### src/hw/uart_host_pkg.sv
// Constants and types for one UART channel's host-side pin port
// Summary of operation
// RULE_01: Data bit 0 of the host bus is the least significant bit and the first bit on the serial line.
// RULE_02: A low set-ready input means the modem is powered and ready; it never affects transmit or receive.
// RULE_03: Writing 1 to modem control bit 0 drives the active-low terminal-ready output low.
// RULE_04: Writing 0 to modem control bit 0, or reset, drives terminal-ready high; it never affects data flow.
// RULE_05: The interrupt output is high only when gating allows it, the source is enabled and a condition is present.
// RULE_06: Interrupt conditions are receiver error, received data available, transmit empty and modem status change.
// RULE_07: There is one interrupt output per channel, live only in the separate-strobe bus mode.
// RULE_08: With the interrupt-select input high the interrupt output is always driven, overriding control bit 3.
// RULE_09: With interrupt-select low the interrupt output is driven only while control bit 3 is 1, else high impedance.
// RULE_10: A falling read strobe puts the register chosen by the three address lines onto the data bus.
// RULE_11: In the multiplexed-bus mode the read strobe and interrupt-select pins are ignored.
// RULE_12: A falling write strobe copies the data bus into the register chosen by the three address lines.
// RULE_13: The host selects the channel by holding its active-low channel select low.
// RULE_14: The host holds select and address steady while a strobe is low and releases the bus while reading.
package uart_host_pkg;

    // ------------------------------------------------------------
    // Widths and register offsets
    // ------------------------------------------------------------
    localparam int         DATA_W      = 8;
    localparam int         ADDR_W      = 3;
    localparam logic [2:0] ADDR_DATA   = 3'h0;
    localparam logic [2:0] ADDR_IER    = 3'h1;
    localparam logic [2:0] ADDR_ISR    = 3'h2;
    localparam logic [2:0] ADDR_MCR    = 3'h4;
    localparam logic [2:0] ADDR_MSR    = 3'h6;
    localparam logic [2:0] ADDR_SCR    = 3'h7;

    // ------------------------------------------------------------
    // Field positions
    // ------------------------------------------------------------
    localparam int NUM_EVT          = 4;
    localparam int EVT_RX_ERR       = 0;
    localparam int EVT_RX_AVAIL     = 1;
    localparam int EVT_TX_EMPTY     = 2;
    localparam int EVT_MODEM        = 3;
    localparam int MCR_TERM_READY   = 0;
    localparam int MCR_IRQ_GATE     = 3;
    localparam int MSR_SET_READY    = 0;
    localparam int MSR_SET_DELTA    = 1;

    // ------------------------------------------------------------
    // Reset values
    // ------------------------------------------------------------
    localparam logic [7:0] IER_RESET = 8'h00;
    localparam logic [7:0] MCR_RESET = 8'h00;
    localparam logic [7:0] SCR_RESET = 8'h00;
    localparam logic [3:0] ISR_RESET = 4'h0;

    typedef enum logic {MODE_STROBE, MODE_MUX} bus_mode_t;

endpackage

### src/hw/strobe_edge.sv
// Falling-edge detector for an active-low host strobe
`timescale 1ns/1ps
module strobe_edge (
    input  wire logic clk,
    input  wire logic arst_n,
    input  wire logic ce,
    input  wire logic level_n,
    output logic      fall
);
    typedef struct packed {
        logic prev;
    } edge_state_t;

    edge_state_t s_reg;
    edge_state_t s_next;

    always_comb begin
        s_next      = s_reg;
        s_next.prev = level_n;
    end

    always_ff @(posedge clk or negedge arst_n) begin
        if (!arst_n) begin
            s_reg <= '{prev: 1'b1};
        end else if (ce) begin
            s_reg <= s_next;
        end
    end

    // Held high at reset so a strobe already low at release counts as an edge
    assign fall = s_reg.prev & ~level_n;

endmodule

### src/hw/uart_host_port.sv
// Host pin port of one UART channel: strobed bus, interrupt pin, modem lines
//
// Our own choices: the plain strobed port and the register addresses.
`timescale 1ns/1ps
module uart_host_port
    import uart_host_pkg::*;
#(
    parameter int BUS_W = uart_host_pkg::DATA_W
) (
    input  wire logic                      clk,
    input  wire logic                      arst_n,
    input  wire logic                      ce,
    input  wire uart_host_pkg::bus_mode_t  bus_mode,
    input  wire logic                      channel_select_n,
    input  wire logic [2:0]                register_address,
    input  wire logic                      write_strobe_n,
    input  wire logic                      read_strobe_n,
    input  wire logic [7:0]                host_data_in,
    output logic      [7:0]                host_data_out,
    output logic                           host_data_oe_n,
    input  wire logic                      irq_output_select,
    output logic                           channel_irq_out,
    output logic                           channel_irq_oe_n,
    input  wire logic                      set_ready_in,
    output logic                           terminal_ready_out,
    input  wire logic                      rx_error_evt,
    input  wire logic                      rx_avail_evt,
    input  wire logic                      tx_empty_evt,
    input  wire logic                      modem_change_evt,
    input  wire logic [7:0]                rx_data,
    output logic      [7:0]                tx_data,
    output logic                           tx_load,
    output logic                           rx_taken
);
    import uart_host_pkg::*;

    // ------------------------------------------------------------
    // Parameter check
    // ------------------------------------------------------------
    if (BUS_W != DATA_W) begin : g_bad_width
        $error("uart_host_port serves an 8-bit host bus only");
    end

    // ------------------------------------------------------------
    // State
    // ------------------------------------------------------------
    typedef struct packed {
        logic [7:0]         irq_enable_reg;
        logic [7:0]         modem_control_reg;
        logic [7:0]         scr;
        logic [NUM_EVT-1:0] isr;
        logic               sr_delta;
        logic               sr_prev;
        logic [7:0]         dout;
        logic               dout_oe_n;
        logic               irq;
        logic               irq_oe_n;
        logic               dtr_n;
        logic [7:0]         txd;
        logic               tx_load;
        logic               rx_taken;
    } state_t;

    localparam state_t STATE_RESET = '{
        irq_enable_reg: IER_RESET, modem_control_reg: MCR_RESET, scr: SCR_RESET, isr: ISR_RESET,
        sr_delta: 1'b0, sr_prev: 1'b0, dout: 8'h00, dout_oe_n: 1'b1,
        irq: 1'b0, irq_oe_n: 1'b1, dtr_n: 1'b1, txd: 8'h00,
        tx_load: 1'b0, rx_taken: 1'b0};

    state_t s_reg;
    state_t s_next;

    logic wr_fall;
    logic rd_fall;

    strobe_edge u_wr_edge (
        .clk     (clk),
        .arst_n  (arst_n),
        .ce      (ce),
        .level_n (write_strobe_n),
        .fall    (wr_fall)
    );

    strobe_edge u_rd_edge (
        .clk     (clk),
        .arst_n  (arst_n),
        .ce      (ce),
        .level_n (read_strobe_n),
        .fall    (rd_fall)
    );

    // ------------------------------------------------------------
    // Read multiplexer
    // ------------------------------------------------------------
    function automatic logic [7:0] read_value(input logic [2:0] a, input state_t s,
                                              input logic [7:0] rxd);
        logic [7:0] v;
        v = 8'h00;
        if (a == ADDR_DATA) begin
            v = rxd;
        end else if (a == ADDR_IER) begin
            v = s.irq_enable_reg;
        end else if (a == ADDR_ISR) begin
            v = {4'h0, s.isr};
        end else if (a == ADDR_MCR) begin
            v = s.modem_control_reg;
        end else if (a == ADDR_MSR) begin
            v = {6'h00, s.sr_delta, s.sr_prev};
        end else if (a == ADDR_SCR) begin
            v = s.scr;
        end
        return v;
    endfunction

    // ------------------------------------------------------------
    // Next state
    // ------------------------------------------------------------
    logic               mode_strobe;
    logic               active;
    logic               wr_hit;
    logic               rd_hit;
    logic               sr_level;
    logic               sr_change;
    logic               gate;
    logic [NUM_EVT-1:0] evt;

    always_comb begin
        s_next           = s_reg;
        s_next.tx_load   = 1'b0;
        s_next.rx_taken  = 1'b0;
        mode_strobe      = (bus_mode == MODE_STROBE);
        // Other bus mode turns these pins to alternate use, so ignore them
        active           = mode_strobe & ~channel_select_n; // RULE_11 RULE_13
        wr_hit           = active & wr_fall;
        rd_hit           = active & rd_fall;
        // Low input means modem ready; only reported, never gates data
        sr_level         = ~set_ready_in; // RULE_02
        sr_change        = sr_level ^ s_reg.sr_prev;
        s_next.sr_prev   = sr_level;

        if (wr_hit) begin // RULE_12
            if (register_address == ADDR_DATA) begin
                // Bus bit 0 stays bit 0, the first bit shifted out
                s_next.txd     = host_data_in; // RULE_01
                s_next.tx_load = 1'b1;
            end else if (register_address == ADDR_IER) begin
                s_next.irq_enable_reg = host_data_in;
            end else if (register_address == ADDR_MCR) begin
                s_next.modem_control_reg = host_data_in;
            end else if (register_address == ADDR_SCR) begin
                s_next.scr = host_data_in;
            end
        end

        if (rd_hit) begin // RULE_10
            s_next.dout = read_value(register_address, s_reg, rx_data);
            if (register_address == ADDR_ISR) begin
                s_next.isr = ISR_RESET;
            end else if (register_address == ADDR_MSR) begin
                s_next.sr_delta = 1'b0;
            end else if (register_address == ADDR_DATA) begin
                s_next.rx_taken = 1'b1;
            end
        end

        // Sets after clears: an event in the clearing cycle survives
        evt                 = '0;
        evt[EVT_RX_ERR]     = rx_error_evt; // RULE_06
        evt[EVT_RX_AVAIL]   = rx_avail_evt;
        evt[EVT_TX_EMPTY]   = tx_empty_evt;
        evt[EVT_MODEM]      = modem_change_evt | sr_change;
        s_next.isr          = s_next.isr | evt;
        s_next.sr_delta     = s_next.sr_delta | sr_change;

        // Bus is driven only while the selected read strobe stays low
        s_next.dout_oe_n = ~(active & ~read_strobe_n);
        s_next.dtr_n     = ~s_next.modem_control_reg[MCR_TERM_READY]; // RULE_03 RULE_04

        gate = mode_strobe & (irq_output_select | s_next.modem_control_reg[MCR_IRQ_GATE]); // RULE_08 RULE_09
        s_next.irq_oe_n = ~gate; // RULE_07
        s_next.irq      = gate & (|(s_next.isr & s_next.irq_enable_reg[NUM_EVT-1:0])); // RULE_05
    end

    always_ff @(posedge clk or negedge arst_n) begin
        if (!arst_n) begin
            s_reg <= STATE_RESET;
        end else if (ce) begin
            s_reg <= s_next;
        end
    end

    assign host_data_out      = s_reg.dout;
    assign host_data_oe_n     = s_reg.dout_oe_n;
    assign channel_irq_out    = s_reg.irq;
    assign channel_irq_oe_n   = s_reg.irq_oe_n;
    assign terminal_ready_out = s_reg.dtr_n;
    assign tx_data            = s_reg.txd;
    assign tx_load            = s_reg.tx_load;
    assign rx_taken           = s_reg.rx_taken;

    // ------------------------------------------------------------
    // Checks
    // ------------------------------------------------------------
    dtr_set_a: // RULE_03
    assert property (@(posedge clk) disable iff (!arst_n)
        (ce && wr_hit && register_address == ADDR_MCR && host_data_in[0])
        |=> !terminal_ready_out)
    else $error("terminal ready not low after control bit 0 set");

    dtr_clear_a: // RULE_04
    assert property (@(posedge clk) disable iff (!arst_n)
        (ce && wr_hit && register_address == ADDR_MCR && !host_data_in[0])
        |=> terminal_ready_out)
    else $error("terminal ready not high after control bit 0 cleared");

    irq_cause_a: // RULE_05
    assert property (@(posedge clk) disable iff (!arst_n)
        channel_irq_out |-> (!channel_irq_oe_n && |(s_reg.isr & s_reg.irq_enable_reg[NUM_EVT-1:0])))
    else $error("interrupt high without an enabled pending condition");

    irq_forced_a: // RULE_08
    assert property (@(posedge clk) disable iff (!arst_n)
        (ce && mode_strobe && irq_output_select) |=> !channel_irq_oe_n)
    else $error("interrupt pin not driven with select high");

    irq_hiz_a: // RULE_09
    assert property (@(posedge clk) disable iff (!arst_n)
        (ce && mode_strobe && !irq_output_select && !s_next.modem_control_reg[MCR_IRQ_GATE])
        |=> (channel_irq_oe_n && !channel_irq_out))
    else $error("interrupt pin driven while gated off");

    read_data_a: // RULE_10
    assert property (@(posedge clk) disable iff (!arst_n)
        (ce && rd_hit && register_address == ADDR_IER)
        |=> (host_data_out == $past(s_reg.irq_enable_reg)) && !host_data_oe_n)
    else $error("read did not present the enable register");

    mux_mode_a: // RULE_11
    assert property (@(posedge clk) disable iff (!arst_n)
        (ce && bus_mode == MODE_MUX) |=> (host_data_oe_n && channel_irq_oe_n))
    else $error("pins driven in multiplexed mode");

    evt_sticky_a: // RULE_06
    assert property (@(posedge clk) disable iff (!arst_n)
        (ce && rx_error_evt) |=> s_reg.isr[EVT_RX_ERR] ##1 (s_reg.isr[EVT_RX_ERR] || $past(rd_hit)))
    else $error("receiver error condition lost");

    write_reg_a: // RULE_12
    assert property (@(posedge clk) disable iff (!arst_n)
        (ce && wr_hit && register_address == ADDR_SCR) |=> s_reg.scr == $past(host_data_in))
    else $error("write did not reach the scratch register");

endmodule

### config.mk
export PLATFORM = sky130hd
export DESIGN_NAME = uart_host_port
export DESIGN_NICKNAME = d
export VERILOG_FILES = /design/src/hw/uart_host_pkg.sv /design/src/hw/strobe_edge.sv /design/src/hw/uart_host_port.sv
export SDC_FILE = /design/constraint.sdc
export NUM_CORES = 1
export LEC_CHECK = 0
export ABC_AREA = 1
export BUFFER_PORTS_ARGS = -buffer_cell sky130_fd_sc_hd__buf_2
export CAP_MARGIN = 5
export CORE_MARGIN = 2
export CORE_UTILIZATION = 30
export CTS_CLUSTER_DIAMETER = 60
export CTS_CLUSTER_SIZE = 24
export DETAILED_ROUTE_END_ITERATION = 10
export HOLD_SLACK_MARGIN = 0.05
export PLACE_DENSITY = 0.54
export SLEW_MARGIN = 20
export SYNTH_ARGS = -nofsm -noshare
export SYNTH_HDL_FRONTEND = slang
export SYNTH_SLANG_ARGS = --single-unit
export TNS_END_PERCENT = 50
### constraint.sdc
create_clock -name clk -period 1.68 [get_ports clk]
set_input_delay 0.252 -clock clk [delete_from_list [all_inputs] [get_ports clk]]
set_output_delay 0.252 -clock clk [all_outputs]
set_load 0.01 [all_outputs]
Word level (Yosys, flattened, before mapping)
Cells that the tools add are included.
W data, S select, Z words.
{"block": "op_classes", "reduce_logical": 7, "n_bitwise": 25, "eq_ne": 5, "muxes": 23}
{"cell": "$mux W8", "count": 9}
{"cell": "$mux W20", "count": 2}
{"cell": "$mux W16", "count": 1}
{"cell": "$not A1 Y1", "count": 11}
{"cell": "$eq A3 B3 Y1 const B", "count": 3}
{"cell": "$and A1 B1 Y1", "count": 8}
{"cell": "$mux W1", "count": 8}
{"cell": "$mux W4", "count": 2}
{"cell": "$reduce_and A6 Y1", "count": 1}
{"cell": "$mux W5", "count": 1}
{"cell": "$reduce_and A5 Y1", "count": 1}
{"cell": "$and A4 B4 Y4", "count": 1}
{"cell": "$or A4 B4 Y4", "count": 1}
{"cell": "$reduce_and A4 Y1", "count": 1}
{"cell": "$reduce_or A4 Y1", "count": 1}
{"cell": "$eq A3 B1 Y1 const B", "count": 1}
{"cell": "$eq A3 B2 Y1 const B", "count": 1}
{"cell": "$logic_not A3 Y1", "count": 1}
{"cell": "$or A1 B1 Y1", "count": 3}
{"cell": "$reduce_and A3 Y1", "count": 1}
{"cell": "$reduce_and A2 Y1", "count": 1}
{"cell": "$xor A1 B1 Y1", "count": 1}
{"block": "word_totals", "in_bits": 32, "elab_cells": 78, "out_inout_bits": 22, "regBits": 54}

Longest topological paths before layout
Gate-level depths: netlist of the first run.
{"block": "logic_depth", "ltp_word": 9, "depth_mapped": 12, "mapped_depth_nobuf": 11}

By module
A second synthesis of the first run with hierarchy kept.
{"block": "hier_totals", "cells_unflattened": 329, "area_unflattened_um2": 2713.9}
{"module": "uart_host_port", "cells_per_inst": 315, "n_inst": 1, "area_per_inst_um2": 2616.3}
{"module": "strobe_edge", "cells_per_inst": 7, "n_inst": 2, "area_per_inst_um2": 48.8}

Least setup slack after synthesis of the first run
No wires, ideal clock.
{"block": "synth_timing", "path_kind": "register -> register", "start": "register u_wr_edge.s_reg", "end": "register s_reg[36] in the netlist's numbering", "n_path_buf": 1, "t_required_ns": 1.551, "setup_ns": 0.129, "t_arrival_ns": 1.295, "setup_slack_ns": 0.255, "period_less_slack_ns": 1.425, "path_stages_with_launch": 8, "path_cell_list": "dfstp_2 nand2_1 nor2_4 buf_8 nand2_4 o21ai_0 a21oi_1 o21bai_1"}
{"block": "synth_via", "elab_chain_cells": 3}
{"item": "start, declared", "line": "strobe_edge.sv:14", "text": "edge_state_t s_reg;"}
{"item": "start signal, assigned", "line": "strobe_edge.sv:24", "text": "s_reg <= '{prev: 1'b1};"}
{"item": "start signal, assigned", "line": "strobe_edge.sv:26", "text": "s_reg <= s_next;"}
{"item": "$and A1 B1 Y1", "line": "strobe_edge.sv:31", "text": "assign fall = s_reg.prev & ~level_n;"}
{"item": "$and A1 B1 Y1", "line": "uart_host_port.sv:134", "text": "wr_hit = active & wr_fall;"}
{"item": "$mux W20", "line": "uart_host_port.sv:141", "text": "if (wr_hit) begin"}
{"item": "end signal, assigned", "line": "uart_host_port.sv:188", "text": "s_reg <= s_next;"}
{"item": "end, declared", "line": "uart_host_port.sv:70", "text": "state_t s_reg;"}
Every way passes these cells.
A chain may end at the register's enable or synchronous reset.

Worst setup path after layout of the first run
{"block": "layout_timing", "start": "register u_rd_edge.s_reg", "end": "register s_reg, in the netlist host_data_out[0]"}
{"block": "layout_via", "elab_chain_cells": 3}
{"item": "start, declared", "line": "strobe_edge.sv:14"}
{"item": "start signal, assigned", "line": "strobe_edge.sv:24"}
{"item": "start signal, assigned", "line": "strobe_edge.sv:26"}
{"item": "$and A1 B1 Y1", "line": "strobe_edge.sv:31"}
{"item": "$and A1 B1 Y1", "line": "uart_host_port.sv:135", "text": "rd_hit = active & rd_fall;"}
{"item": "$reduce_and A2 Y1 (no source line)"}
Every way passes these cells.

==> reports/results.ini, run 1 <==
[status]
outcome = complete, no violations

[placement]
dp_slack_ns = 0.0602
postPlaceCellArea_mm2 = 0.00300
gp_congestion = 0.853
port-buffer-count = 53
hpwl_mm = 4.92

[sta]
finalSetupTns_ns = 0
layout_setup_ws_ns = 0.142
rsz0062_at_grt = false
fmax_mhz = 650
finalClockSkew_ns = 0.00830
period_needed_ns = 1.54
worst_slew_pin_slew_ns = 0.301
finalCritPeriodShare_pct = 91.6
slew_headroom_pct = 80.0
slew_viol_final = 0
setup_violations = 0
hold_violations = 0

[grt]
antenna_found_initial = 0
gr-total-overflow = 0
grt_pass1_wl_mm = 10.9
grt_usage_pct = 14.0
grt_pass1_vias = 2124
grt_max_degree = 55

[clocking]
clock-root-buffer = clkbuf_8
clk_latency_ns = 0.31
cts_tree = done
clkTransAtPathRegs_ns = 0.09
numCtsBuffers = 5
clock-sinks = 54
clockBufferDepth = 2
htree_levels = 2

[critical_path]
crit_fanout = 13
cp.required_ns = 1.88
setup.worst_path.start_class = register
r2r_cells = 6
crit_type = reg -> reg
end_kind = register
cp.arrival_ns = 1.74

[logic_synthesis]
synth_top_area_share_pct = 45.0
syn_area_per_cell_um2 = 8.49
ys_async_sr_fraction_pct = 100
synth_nets = 353
synth_most_common_cell = nand2_1
synth_area_leaders = dfrtp_1, nand2_1, o21ai_0, dfstp_2, buf_4
synthMuxAreaShare_pct = 0
yosysSeqAreaShare_pct = 49.8
synth_fa_ha_area_share_pct = 0
ys_seq_elements = 54
synth_compound_area_share_pct = 13.3
synth_edf_count = 0
yosysWarningCount = 0
syn_area_mm2 = 0.00273
synth_top_family_by_area = simple AND/OR/NAND/NOR gates
synth_xor_area_share_pct = 0.321
netlist_instances = 321
synth_flop_cell = dfrtp_1
synth_largest_area_cell = dfrtp_1
ys_top_cells_by_count = nand2_1, dfrtp_1, o21ai_0, inv_1, buf_4
synth_cell_type_count = 33
post_synth_and_or_nand_nor_area_fraction_pct = 24.8

[pwr]
p_total_uw = 2820
p_leak_uw = 0.00157
power.density_mw_per_mm2 = 895
peakVddDrop_mv = 0.485

[floorplan]
rows = 34
initial_core_util_pct = 31.1
die-area_mm2 = 0.00986
fp.coreArea_mm2 = 0.00876
die_y_um = 99.3
die_w_um = 99.3
ioPinCount = 54

[cells_and_area]
nFillCells = 919
final_util_pct = 35.9
stdcell_area_mm2 = 0.00315
drive_above_1_share_pct = 26.6
multi_input_area_mm2 = 0.00105
diodes = 0
largest_reg_flops = 30
area_growth_syn_to_layout_pct = 15.4
finalNetCount = 400
regArea_mm2 = 0.00136

[detailed_routing]
routed_via_density = 4.61
drt_iter0_drc = 108
drcViolationCount = 0
ant_nets = 0
wl_mm = 6.55
vias = 2192
drt-wirelength-per-cell_um = 13.8
first_pass_iters = 5

[worst_hold_path]
hold_class = in -> reg
hold_depth = 2

[job]
max-cap-violations = 0

[per-layer routing]
metal  global-route usage (%)  up-vias  part of all wire [%]
li1                         -     1109                     -
met4                     4.53        0                   1.4
met5                        0        -                     0
met2                     20.4       52                    43
met1                     20.7     1023                    50
met3                     3.16        8                   5.3
[what timing repair did]
item | CTS | global route
hold buffers | 1 | 0
hold endpoints to repair | 49 | 0
setup buffers | 0 | 2
gates resized for setup | 0 | 1
endpoints found under the setup margin | 0 | 12
[through the flow]
step	hold WS, ns	instances
6_report	0.158	476
5_1_grt	0.162	476
4_1_cts	0.152	474
3_5_place_dp	0.277	466
3_3_place_gp	0.273	466
2_1_floorplan	-0.0436	321
[critical path: stages, from the launching register on]
cell	delay, ns
dfstp_2	0.54
nand2_1	0.05
nor2_1	0.23
nand2_1	0.16
inv_4	0.16
o211ai_1	0.11
o21a_1	0.20
[cell families after synthesis]
logic type | count (synthesis)
xor+xnor | 1
compound gates | 64
buf+inv | 55
flops | 54
simple gates | 147
[area by class of cell]
cell class | count | area share [%]
Tap cell | 108 | 4.30
Timing Repair Buffer | 64 | 11.9
Clock inverter | 2 | 1.23
Multi-Input combinational cell | 212 | 33.3
Sequential cell | 54 | 43.2
Inverter | 31 | 3.86
Clock buffer | 5 | 2.19
[where the power goes]
part           leakage (uW)  switching, uW  internal (uW)
clock network     0.0000542            419            439
logic              0.000846            267            193
registers          0.000674           65.8           1430
[cell usage in the layout (no fill, tap or decap), drive strengths merged, types with 3 or more instances in the layout]
master / netlist / routed
dfrtp: 49 / 49
a21oi: 6 / 6
o22a: 3 / 3
clkbuf: 0 / 5
nand2: 108 / 108
dfstp: 5 / 5
o21ai: 41 / 41
inv: 30 / 30
buf: 24 / 63
a31oi: 5 / 5
nor2: 21 / 21
nand3: 16 / 16
[path summary, 6_finish.rpt]
kind | startpoint | to | slack [ns]
max | u_rd_edge.s_reg | host_data_out[0] | 0.14
min | set_ready_in | s_reg[22] | 0.16
max reg2reg | u_rd_edge.s_reg | host_data_out[0] | 0.14
min reg2reg | channel_irq_out | channel_irq_out | 0.48
max in group asynchronous | arst_n | channel_irq_oe_n | 0.91
min in group asynchronous | arst_n | host_data_out[3] | 0.46
(Power assumes the default switching activity.)
==> inputs of run 2 (changes only) <==
==> constraint.sdc (replaced) <==
create_clock -name clk -period 1.75 [get_ports clk]
set_input_delay 0.2625 -clock clk [delete_from_list [all_inputs] [get_ports clk]]
set_output_delay 0.2625 -clock clk [all_outputs]
set_load 0.01 [all_outputs]
==> reports/results.ini, run 2 (synthesis gave the netlist of run 1 again) <==
[sta]
hold_violations = 0  ; unchanged
finalCritPeriodShare_pct = 91.4  ; -0.22 points
fmax_mhz = 626  ; -3.8%
worst_slew_pin_slew_ns = 0.351  ; +0.0500 ns
finalSetupTns_ns = 0  ; unchanged
slew_viol_final = 0  ; unchanged
period_needed_ns = 1.60  ; +0.0602 ns
rsz0062_at_grt = false
finalClockSkew_ns = 0.00901  ; +0.000708 ns
slew_headroom_pct = 76.6  ; -3.4 points
setup_violations = 0  ; unchanged

[cells_and_area]
largest_reg_flops = 30  ; unchanged
regArea_mm2 = 0.00136  ; unchanged
layout_commonest_cell = nand2_1
area_growth_syn_to_layout_pct = 13.5
diodes = 0  ; unchanged
finalNetCount = 396  ; -1.0%
nFillCells = 943  ; +2.6%
stdcell_area_mm2 = 0.00309  ; -1.7%
drive_above_1_share_pct = 26.0  ; -0.60 points
final_cell_mix = nand2_1, buf_2, dfrtp_1
final_util_pct = 35.3  ; -0.61 points
multi_input_area_mm2 = 0.00105  ; unchanged

[clocking]
cts_hold_buf = 1  ; unchanged
cts_tree = done
clock-root-buffer = clkbuf_8
numCtsBuffers = 5  ; unchanged
clock-sinks = 54  ; unchanged
clockBufferDepth = 2  ; unchanged
htree_levels = 2  ; unchanged
cts_resized = 0  ; unchanged
postCtsSetupBuffers = 0  ; unchanged
clk_latency_ns = 0.31  ; about the same
clkTransAtPathRegs_ns = 0.10  ; about the same

[critical_path]
slowest_stage = dfstp_2
worstReg2RegStart = u_wr_edge.s_reg
crit_type = reg -> reg
cp.arrival_ns = 1.79  ; +0.05 ns
crit_family = simple AND/OR/NAND/NOR gates
cp_slowest_stage_delay_ns = 0.54  ; about the same
crit_top_cell = nand2_1
crit_fanout = 16  ; +3
cp.required_ns = 1.94  ; +0.06 ns
setup.worst_path.start_class = register
cp-startpoint = u_wr_edge.s_reg
crit_end = s_reg[44]
rrSetupSlack_ns = 0.15  ; about the same
r2r_end = s_reg[44]
crit_cells = 6  ; unchanged
r2r_cells = 6  ; unchanged
end_kind = register
crit_buf_inv = 1  ; unchanged
crit_chain = nand2_1 > nor2_4 > buf_4 > nand3_4 > nand2_1 > o21ai_0

[floorplan]
die_w_um = 99.3  ; unchanged
initial_core_util_pct = 31.1  ; unchanged
fp.coreArea_mm2 = 0.00876  ; unchanged
die-area_mm2 = 0.00986  ; unchanged
ioPinCount = 54  ; unchanged
rows = 34  ; unchanged
die_y_um = 99.3  ; unchanged

[status]
outcome = complete, no violations

[pwr]
p_leak_uw = 0.00154  ; -1.8%
power.density_mw_per_mm2 = 848  ; -5.2%
peakVddDrop_mv = 0.340  ; -30%
p_total_uw = 2620  ; -6.8%

[detailed_routing]
vias = 2168  ; -1.1%
drt_iter0_drc = 140  ; +30%
ant_nets = 0  ; unchanged
wl_mm = 6.52  ; -0.47%
drt-wirelength-per-cell_um = 13.8  ; +0.16%
first_pass_iters = 4  ; -1
drcViolationCount = 0  ; unchanged
routed_via_density = 4.58  ; -0.47%

[job]
max-cap-violations = 0  ; unchanged

[worst_hold_path]
hold_depth = 2  ; unchanged
hold_class = in -> reg

[grt]
grt_max_degree = 55  ; unchanged
grt_pass1_wl_mm = 10.8  ; -0.70%
grt_usage_pct = 13.7  ; -0.38 points
gr-total-overflow = 0  ; unchanged
grt_pass1_vias = 2149  ; +1.2%
antenna_found_initial = 0  ; unchanged

[placement]
postPlaceCellArea_mm2 = 0.00298  ; -0.50%
hpwl_mm = 4.92  ; about the same
gp_congestion = 0.819  ; -3.9%
port-buffer-count = 53  ; unchanged

[run 2: cell count changes in the layout (fill, tap and decap cells not counted), sizes merged]
cell / change
buf: -4
clkinvlp: +1
clkbuf: +1
inv: +1
bufinv: -1
clkinv: -1
[run 2: worst min path at each step]
stage                          from               to  slack [ns]
global placement             arst_n  channel_irq_out        0.29
finish                 set_ready_in        s_reg[22]        0.17
global route        host_data_in[6]        s_reg[42]        0.18
floorplan                    arst_n  channel_irq_out       -0.03
detailed placement           arst_n  channel_irq_out        0.29
CTS                    set_ready_in        s_reg[22]        0.17
[run 2: through the flow]
step	setup WS (ns)	hold slack, ns	instances
detailed placement	0.145	0.289	464
CTS	0.140	0.166	473
global placement	0.167	0.287	464
global route	0.0164	0.177	473
finish	0.151	0.169	473
floorplan	0.325	-0.0331	321
[run 2: layer usage]
layer  track usage [%]  part of all wire (%)  up-vias
met5                 0                     0        -
met4              3.79                   1.4        0
met3              2.46                   5.2        7
met2              21.0                    44       49
met1              19.8                    50     1007
li1                  -                     -     1105
[run 2: power breakdown]
part / total (uW) / leakage (uW) / internal [uW] / switching [uW]
combinational: 432 / 0.000823 / 180 / 252
clock: 755 / 0.0000478 / 327 / 428
sequential: 1440 / 0.000674 / 1370 / 62.1
[run 2: cell type report]
| cell class | instances | share of cell area, % |
|---|---|---|
| flip-flops and latches | 54 | 43.9 |
| clock buffers | 6 | 2.67 |
| multi-input cells | 212 | 33.9 |
| clock inverters | 2 | 0.526 |
| inverters | 31 | 3.84 |
| repair buffers | 60 | 10.8 |
| well taps | 108 | 4.37 |
==> inputs of run 3 (changes only) <==
--- a/config.mk
+++ b/config.mk
@@ -8,13 +8,13 @@
 export ABC_AREA = 1
 export BUFFER_PORTS_ARGS = -buffer_cell sky130_fd_sc_hd__buf_2
 export CAP_MARGIN = 5
-export CORE_MARGIN = 2
 export CORE_UTILIZATION = 30
 export CTS_CLUSTER_DIAMETER = 60
 export CTS_CLUSTER_SIZE = 24
 export DETAILED_ROUTE_END_ITERATION = 10
 export HOLD_SLACK_MARGIN = 0.05
 export PLACE_DENSITY = 0.54
+export RECOVER_POWER = 25
 export SLEW_MARGIN = 20
 export SYNTH_ARGS = -nofsm -noshare
 export SYNTH_HDL_FRONTEND = slang
==> reports/results.ini, run 3 (synthesis gave the netlist of run 1 again) <==
[status]
outcome = complete, no violations

[clocking]
clk_latency_ns = 0.31  ; about the same
clockBufferDepth = 2  ; unchanged
cts_tree = done
clkTransAtPathRegs_ns = 0.10  ; about the same
clock-root-buffer = clkbuf_8
cts_resized = 0  ; unchanged
htree_levels = 2  ; unchanged
postCtsSetupBuffers = 0  ; unchanged
clock-sinks = 54  ; unchanged
numCtsBuffers = 5  ; unchanged
cts_hold_buf = 1  ; unchanged

[cells_and_area]
largest_reg_flops = 30  ; unchanged
multi_input_area_mm2 = 0.00105  ; unchanged
regArea_mm2 = 0.00136  ; unchanged
stdcell_area_mm2 = 0.00310  ; +0.36%
drive_above_1_share_pct = 26.2  ; +0.13 points
nFillCells = 932  ; -1.2%
finalNetCount = 398  ; +0.51%
final_cell_mix = nand2_1, buf_2, dfrtp_1
diodes = 0  ; unchanged
area_growth_syn_to_layout_pct = 13.9
layout_commonest_cell = nand2_1
final_util_pct = 35.4  ; +0.13 points

[critical_path]
end_kind = register
cp.arrival_ns = 1.78  ; about the same
cp_slowest_stage_delay_ns = 0.54  ; about the same
crit_chain = nand2_1 > nor2_4 > buf_4 > inv_1 > nand2_1 > nand2_1 > nand2_1 > nand2_1 > o21ai_1 > nand2_1
slowest_stage = dfstp_2
crit_buf_inv = 2  ; +1
crit_fanout = 6  ; -10
rrSetupSlack_ns = 0.18  ; +0.03 ns
cp.required_ns = 1.95  ; about the same
crit_top_cell = nand2_1
crit_family = simple AND/OR/NAND/NOR gates
setup.worst_path.start_class = register
crit_type = reg -> reg

[detailed_routing]
vias = 2253  ; +3.9%
drt_iter0_drc = 93  ; -34%
drcViolationCount = 0  ; unchanged
wl_mm = 6.63  ; +1.6%
drt-wirelength-per-cell_um = 14.0  ; +1.2%
routed_via_density = 4.74  ; +3.5%
ant_nets = 0  ; unchanged
first_pass_iters = 4  ; unchanged

[pwr]
p_int_uw = 1980  ; +5.2%
clock_power_share_pct = 31.5  ; +2.7 points
p_sw_share_pct = 27.7  ; -0.62 points
p_leak_uw = 0.00155  ; +0.23%
peakVddDrop_mv = 0.326  ; -4.0%
p_switching_uw = 757  ; +2.0%
pwr-share-seq_pct = 52.7  ; -2.1 points
pwr-share-comb_pct = 15.7  ; -0.8 points
p_total_uw = 2740  ; +4.3%
power.density_mw_per_mm2 = 881  ; +3.9%

[sta]
finalSetupTns_ns = 0  ; unchanged
setup_violations = 0  ; unchanged
fmax_mhz = 637  ; +1.8%
rsz0062_at_grt = false
slew_viol_final = 0  ; unchanged
slew_headroom_pct = 61.4  ; -15 points
worst_slew_pin_slew_ns = 0.579  ; +0.229 ns
finalCritPeriodShare_pct = 89.8  ; -1.6 points
holdWs_ns = 0.169  ; -0.000554 ns
period_needed_ns = 1.57  ; -0.0277 ns
finalClockSkew_ns = 0.00549  ; -0.00351 ns
hold_violations = 0  ; unchanged

[floorplan]
fp.coreArea_mm2 = 0.00876  ; unchanged
initial_core_util_pct = 31.1  ; unchanged
die-area_mm2 = 0.00947  ; -4.0%
rows = 34  ; unchanged
die_y_um = 97.3  ; -2.0%
ioPinCount = 54  ; unchanged
die_w_um = 97.3  ; -2.0%

[placement]
gp_congestion = 0.834  ; +1.8%
port-buffer-count = 53  ; unchanged
postPlaceCellArea_mm2 = 0.00300  ; +0.50%
hpwl_mm = 5.02  ; +2.0%

[grt]
gr-total-overflow = 0  ; unchanged
grt_pass1_vias = 2239  ; +4.2%
grt_pass1_wl_mm = 11.3  ; +4.4%
antenna_found_initial = 0  ; unchanged
grt_max_degree = 25  ; -55%
grt_usage_pct = 14.9  ; +1.3 points

[worst_hold_path]
hold_class = in -> reg

[job]
max-cap-violations = 0  ; unchanged

==> run 3: power groups by stage <==
stage,Combinational (uW),Sequential (uW),Clock (uW)
2_1_floorplan,316,1450,0
3_3_place_gp,432,1470,0
3_5_place_dp,441,1470,0
4_1_cts,443,1440,887
5_1_grt,489,1460,940
6_report,430,1440,863
==> run 3: final cells by class <==
cell class / instances / area share [%]
Clock buffer: 5 / 2.22
Clock inverter: 3 / 1.45
Inverter: 31 / 3.83
Multi-Input combinational cell: 212 / 33.8
Sequential cell: 54 / 43.7
Tap cell: 108 / 4.35
Timing Repair Buffer: 62 / 10.6
==> run 3: worst register-to-register path, cell delays in order (launching register included) <==
cell	delay [ns]
dfstp_2	0.54
nand2_1	0.08
nor2_4	0.18
buf_4	0.19
inv_1	0.06
nand2_1	0.05
nand2_1	0.07
nand2_1	0.06
nand2_1	0.06
o21ai_1	0.11
nand2_1	0.06
==> run 3: worst paths after layout <==
| check | cells past startpoint | end | from |
|---|---|---|---|
| hold reg to reg | 2 | channel_irq_out | channel_irq_out |
| max in group asynchronous | 3 | s_reg[38] | arst_n |
| hold / removal | 2 | s_reg[22] | set_ready_in |
| setup reg to reg | 10 | channel_irq_out | u_wr_edge.s_reg |
| setup / recovery | 10 | channel_irq_out | u_wr_edge.s_reg |
| min in group asynchronous | 2 | s_reg[22] | arst_n |
==> run 3: routing by layer <==
layer	vias to the layer above	track usage (%)	routed length (um)
li1	1104	-	-
met4	0	6.00	172
met3	15	2.66	341
met2	77	21.9	2820
met1	1057	21.7	3300
met5	-	0	0
==> run 3: metrics by stage <==
step	cells	setup slack (ns)
2_1_floorplan	321	0.325
3_3_place_gp	466	0.200
3_5_place_dp	466	0.200
4_1_cts	475	0.179
5_1_grt	475	0.0194
6_report	475	0.179
